--- src/include/cost_pkg.sv ---
// Constants, types and helpers for the clock start-up and clock-output block.
package cost_pkg;
    localparam int          MAIN_CLOCK_HZ          = 40000000;
    localparam int          STARTUP_TIME_US        = 300;
    localparam int          STARTUP_CYCLES_DEFAULT = 7500;
    localparam int          TIMER_W                = 13;
    localparam int          CTRL_W                 = 8;
    localparam int          SEL_W                  = 3;
    localparam int          SEL_LSB                = 0;
    localparam logic [7:0]  CTRL_RESET             = 8'h04;
    localparam logic [2:0]  SEL_OFF                = 3'h0;
    localparam logic [2:0]  SEL_DIV1               = 3'h1;
    localparam logic [2:0]  SEL_DIV2               = 3'h2;
    localparam logic [2:0]  SEL_DIV3               = 3'h3;
    localparam logic [2:0]  SEL_DIV4               = 3'h4;
    localparam logic [2:0]  SEL_DIV8               = 3'h5;
    localparam logic [2:0]  GAP_CYCLES             = 3'h4;

    typedef enum logic {st_run, st_gap} cost_phase_t;

    typedef struct packed {
        logic                pin_meta;
        logic                pin_sync;
        logic                dev_rst;
        logic [SEL_W-1:0]    ctrl;
        logic [TIMER_W-1:0]  timer;
        logic                ready;
        logic                started;
        cost_phase_t         phase;
        logic [SEL_W-1:0]    active;
        logic [3:0]          cnt;
        logic [2:0]          gap;
        logic                out;
        logic                div1;
    } cost_state_t;

    // Output period in main-clock cycles; zero means the output is held low.
    function automatic logic [3:0] cost_period(input logic [2:0] sel);
        case (sel)
            SEL_DIV1: cost_period = 4'h1;
            SEL_DIV2: cost_period = 4'h2;
            SEL_DIV3: cost_period = 4'h3;
            SEL_DIV4: cost_period = 4'h4;
            SEL_DIV8: cost_period = 4'h8;
            default:  cost_period = 4'h0;
        endcase
    endfunction
endpackage

--- src/design/cost_clock_output_startup_timer.sv ---
// Start-up delay timer, clock ready flag and glitch-free divided clock output.
`timescale 1ns/1ps
`default_nettype none
// Behaviour
// - All timing runs from the main clock.
// - Reset pin is active low, resets device.
// - Start-up timer expires after 7500 main cycles.
// - Control register stays accessible during start-up.
// - Timer expiry sets the clock ready flag.
// - Output held low until first timer expiry.
// - First expiry starts output at the control rate, divide by four from reset.
// - Pin or soft reset leaves control unchanged.
// - Output keeps running during power-down.
// - Power-down exit restarts timer, not output.
// - Select codes give divide 1,2,3,4,8.
// - Select zero disables output, pin low.
// - No pulse shorter than new half-period.
// - Rate change holds output low for a 4-cycle gap.
module cost_clock_output_startup_timer #(
    parameter int STARTUP_CYCLES = cost_pkg::STARTUP_CYCLES_DEFAULT
) (
    input  wire logic                        clock,
    input  wire logic                        srst,
    input  wire logic                        reset_pin_n,
    input  wire logic                        soft_reset,
    input  wire logic                        power_down,
    input  wire logic                        ctrl_wr,
    input  wire logic [cost_pkg::CTRL_W-1:0] ctrl_wdata,
    output logic      [cost_pkg::CTRL_W-1:0] ctrl_rdata,
    output logic                             clock_ready_flag,
    output logic                             device_reset,
    output logic                             divided_clock_output
);
    import cost_pkg::*;

    localparam logic [TIMER_W-1:0] TIMER_LAST = TIMER_W'(STARTUP_CYCLES - 1);

    cost_state_t      s_reg;
    cost_state_t      s_next;
    logic             div1_gate_reg;
    logic [SEL_W-1:0] req;
    logic [3:0]       per;
    logic [3:0]       half;
    logic [3:0]       cnt_n;

    assign req  = s_reg.started ? s_reg.ctrl : SEL_OFF;
    assign per  = cost_period(s_reg.active);
    assign half = per >> 1;

    always_comb begin
        s_next = s_reg;
        cnt_n  = 4'h0;
        // The pin passes two flops; the second one feeds the registered reset output.
        s_next.pin_meta = reset_pin_n;
        s_next.pin_sync = s_reg.pin_meta;
        s_next.dev_rst  = ~s_reg.pin_sync | soft_reset;
        // Writes are honoured at any time, also while the timer counts.
        if (ctrl_wr) begin
            s_next.ctrl = ctrl_wdata[SEL_LSB +: SEL_W];
        end
        if (power_down) begin
            s_next.timer = '0;
            s_next.ready = 1'b0;
        end else if (!s_reg.ready) begin
            if (s_reg.timer == TIMER_LAST) begin
                s_next.ready   = 1'b1;
                s_next.started = 1'b1;
            end else begin
                s_next.timer = s_reg.timer + 1'b1;
            end
        end
        case (s_reg.phase)
            st_run: begin
                // A change waits for the end of a whole period so no high pulse is cut short.
                if (req != s_reg.active && (per <= 4'h1 || s_reg.cnt == per - 4'h1)) begin
                    s_next.phase = st_gap;
                    s_next.gap   = GAP_CYCLES - 3'h1;
                    s_next.out   = 1'b0;
                    s_next.div1  = 1'b0;
                    s_next.cnt   = 4'h0;
                end else if (per > 4'h1) begin
                    cnt_n        = (s_reg.cnt == per - 4'h1) ? 4'h0 : s_reg.cnt + 4'h1;
                    s_next.cnt   = cnt_n;
                    s_next.out   = (cnt_n < half) || (per == 4'h3 && cnt_n == 4'h0);
                end else begin
                    s_next.out   = 1'b0;
                end
            end
            st_gap: begin
                if (s_reg.gap == 3'h0) begin
                    s_next.phase  = st_run;
                    s_next.active = req;
                    s_next.cnt    = 4'h0;
                    s_next.out    = cost_period(req) > 4'h1;
                    s_next.div1   = (req == SEL_DIV1);
                end else begin
                    s_next.gap = s_reg.gap - 3'h1;
                end
            end
            default: s_next.phase = st_run;
        endcase
        // Of the resets, only power-on reset touches the control register; writes also change it.
        if (srst) begin
            s_next         = '0;
            s_next.ctrl    = CTRL_RESET[SEL_LSB +: SEL_W];
            s_next.phase   = st_run;
            s_next.active  = SEL_OFF;
            s_next.dev_rst = 1'b1;
        end
    end

    always_ff @(posedge clock) begin
        s_reg <= s_next;
    end

    // The divide-by-one gate changes on the falling edge, so the passed clock is never sliced.
    always_ff @(negedge clock) begin
        div1_gate_reg <= srst ? 1'b0 : s_reg.div1;
    end

    assign divided_clock_output = (clock & div1_gate_reg) | s_reg.out;
    assign ctrl_rdata           = {{(CTRL_W-SEL_W){1'b0}}, s_reg.ctrl};
    assign clock_ready_flag     = s_reg.ready;
    assign device_reset         = s_reg.dev_rst;
endmodule
`default_nettype wire

--- config.mk ---
export PLATFORM = sky130hd
export DESIGN_NAME = cost_clock_output_startup_timer
export DESIGN_NICKNAME = d
export VERILOG_FILES = /design/src/include/cost_pkg.sv /design/src/design/cost_clock_output_startup_timer.sv
export SDC_FILE = /design/constraint.sdc
export NUM_CORES = 1
export LEC_CHECK = 0
export BUFFER_PORTS_ARGS = -buffer_cell sky130_fd_sc_hd__buf_2
export CAP_MARGIN = 25
export CORE_MARGIN = 10
export CORE_UTILIZATION = 25
export DETAILED_ROUTE_END_ITERATION = 8
export PLACE_DENSITY = 0.46
export SLEW_MARGIN = 40
export SYNTH_ARGS = -nofsm -noshare
export SYNTH_HDL_FRONTEND = slang
export SYNTH_SLANG_ARGS = --single-unit
--- constraint.sdc ---
create_clock -name clock -period 6.85 [get_ports clock]
set_input_delay 0 -clock clock [delete_from_list [all_inputs] [get_ports clock]]
set_output_delay 0 -clock clock [all_outputs]
set_load 0.05 [all_outputs]
==> After elaboration in Yosys (flattened, before gate mapping) <==
Cells that the tools add are included.
{ "totals": {"reg_bits": 35, "in_bits": 14, "out_inout_bits": 11, "word_cells": 81} }
{ "classes": {"n_addsub": 4, "order_cmp": 4, "eq_ne": 18, "muxes": 20, "bitwise": 8, "reduce_logical": 13} }
{ "ops": {"columns": ["operator", "count"], "rows": [
  ["$pmux 4 s5", 2],
  ["$mux 4", 5],
  ["$pmux 9 s2", 1],
  ["$add 13x1->13 const B", 1],
  ["$eq 13x13->1 const B", 1],
  ["$eq 3x2->1 const B", 4],
  ["$eq 3x3->1 const B", 4],
  ["$reduce_and 2->1", 5],
  ["$mux 3", 3],
  ["$gt 4x1->1 const B", 2],
  ["$mux 8", 1],
  ["$eq 3x1->1 const B", 2],
  ["$mux 2", 3],
  ["$not 1->1", 5],
  ["$add 4x1->4 const B", 1],
  ["$eq 4x2->1 const B", 1],
  ["$eq 4x4->1", 1],
  ["$le 4x1->1 const B", 1],
  ["$logic_not 4->1", 1],
  ["$lt 4x3->1", 1],
  ["$mux 1", 4],
  ["$ne 2x2->1 const B", 2],
  ["$sub 4x1->4 const B", 1],
  ["$logic_not 3->1", 1],
  ["other kinds (11)", 14]
]} }

==> Depth between registers and ports, before layout <==
{ "depth": {"ltp_word": 11, "ltp_mapped": 15, "depth_no_buf": 14} }

==> flow_summary.ini <==
[status]
status = complete, no violations

[setup_path]
crit_type = reg -> out
worst_r2r_path_depth = 1
arrival_ns = 4.56
cp_max_fo = 1
required_ns = 6.85
end_kind = output port
cp-start-kind = flip-flop
cp-startpoint = div1_gate_reg
reg2reg_from = s_reg[0]

[run]
drv_cap = 0

[power_and_ir_drop]
powerDensity_mw_per_mm2 = 211
ir_drop_mv = 0.0852
leakage_nw = 0.895
power_uw = 480

[cts]
postCtsHoldBufs = 9
cts.clk_slew.worst_paths_ns = 0.08
cts_setup_buffers = 0
cts_resized = 0
clk_latency_ns = 0.46
cts_tree = done

[place]
dpl-instance-area_sq_mm = 0.00202
gp_congestion = 0.734
dp.final_hpwl_mm = 2.79
io_buffers = 14

[synth]
yosys-top-cells-area = dfxtp_1 36%, nor2_1 6.4%, ha_1 5.9%
synthesis.area_sq_mm = 0.00192
yosysWarnings = 0
ys_ff_latch = 35
yosysTopAreaCellShare_pct = 36.5
synth_enable_flop_cells = 0
syn_area_per_cell_sq_um = 8.50
synth_top_cell_by_area = dfxtp_1
ys_types = 48
synth_flop_cell = dfxtp_1
synthArstFlopShare_pct = 0
syn_inst = 226
ys_seq_area_share_pct = 36.5

[floorplan]
core_area_sq_mm = 0.00737
dieHeight_um = 108
initial_core_util_pct = 26.1
die_area_sq_mm = 0.0116
num_rows = 31
ios = 25
die_w_um = 108

[detailed_routing]
wl_met3_um = 189
highest_layer = met4
firstDrtPassIters = 4
postRouteAntennaNets = 0
routedWlPerCell_um = 11.3
drtIter0Drc = 33
met2WireLength_mm = 1.71
met1_length_mm = 1.94
vias_per_cell = 4.51
routed_wl_mm = 3.90
drc = 0
vias = 1560

[hold_path]
hold_path.class = in -> reg
min_path_cells = 2
hold_start = srst

[finish]
final_area_sq_mm = 0.00227
syn2layout_area_growth_pct = 18.2
largest_register_ffs = 29
mostFrequentLayoutCell = dfxtp_1
diodes = 0
final_cell_mix = 35 x dfxtp_1, 33 x nor2_1, 17 x nand2_1, 14 x buf_2, 11 x inv_1
nets = 269
drive_above_1_share_pct = 13.8

[global_route]
grt_pass1_vias = 1535
grt_max_degree = 24
antenna_found_initial = 0
grt_usage_pct = 7.29
overflow = 0
grt_pass1_wl_mm = 6.88

[timing]
rsz0062_at_grt = false
setup_viol = 0
setup_tns_ns = 0
slew_violations = 0
fin_worst_skew_ns = 0.0696
hold_viol_final = 0
layer usage:
metal,up-vias,GRT usage (%)
met4,0,4.10
met2,35,10.2
met3,6,3.17
met1,717,9.07
met5,-,0
li1,802,-
area by class of cell:
cell class              instances  area (sq um)
inverters                      10          37.5
repair buffers                 22           155
fillers                       821          5100
well taps                      99           124
flip-flops and latches         35           701
clock buffers                  10           129
multi-input cells             167          1080
clock inverters                 3          42.5
metrics by stage:
step                      utilization, %  cells  worst slack, ns  hold slack (ns)
final                               30.8    346             2.29           0.0202
after global routing                30.8    346             2.20           0.0696
after CTS                           30.8    346             2.23           0.0263
after detailed placement            27.4    326             2.81            0.183
after global placement              27.4    326             2.81            0.183
after floorplan                        -    230             2.76           0.0930
path summary, 6_finish.rpt:
check | endpoint | slack, ns
worst min-delay path | s_reg[9] | 0.02
worst max-delay path | divided_clock_output | 2.29
worst min register to register | device_reset | 0.37
worst max register to register | div1_gate_reg | 2.94
worst max-delay path, stage by stage (launching register included):
cell and delay [ns]:
dfxtp_1 0.30, nand2_1 0.04, nand2_1 0.07, buf_2 0.26
logic make-up (layout without fill, tap and decap cells):
logic type	after synthesis	in the layout	synth area share [%]
AOI/OAI and AO/OA	36	36	13.0
xor gates and xnor gates	15	15	7.23
adders and majority gates	9	9	5.86
buffers and inverters	28	45	8.01
DFF	35	35	36.5
muxes	4	4	2.15
other	1	5	0.195
and+or+nand+nor	98	98	27.1
power breakdown:
group | switching [mW] | internal [mW] | total (mW)
registers | 0.00233 | 0.206 | 0.208
logic | 0.0175 | 0.00937 | 0.0269
clock network | 0.0879 | 0.158 | 0.245
total | 0.108 | 0.373 | 0.480
cell usage after synthesis, types with 7 or more instances:
cell type and n:
a21oi_1 10, inv_1 11, xor2_1 7, dfxtp_1 35
nor2_1 33, buf_4 9, ha_1 9, xnor2_1 7
nor2b_1 7, nand2_1 17, o21ai_0 7
Note: power is estimated with default switching activity, not from simulation.
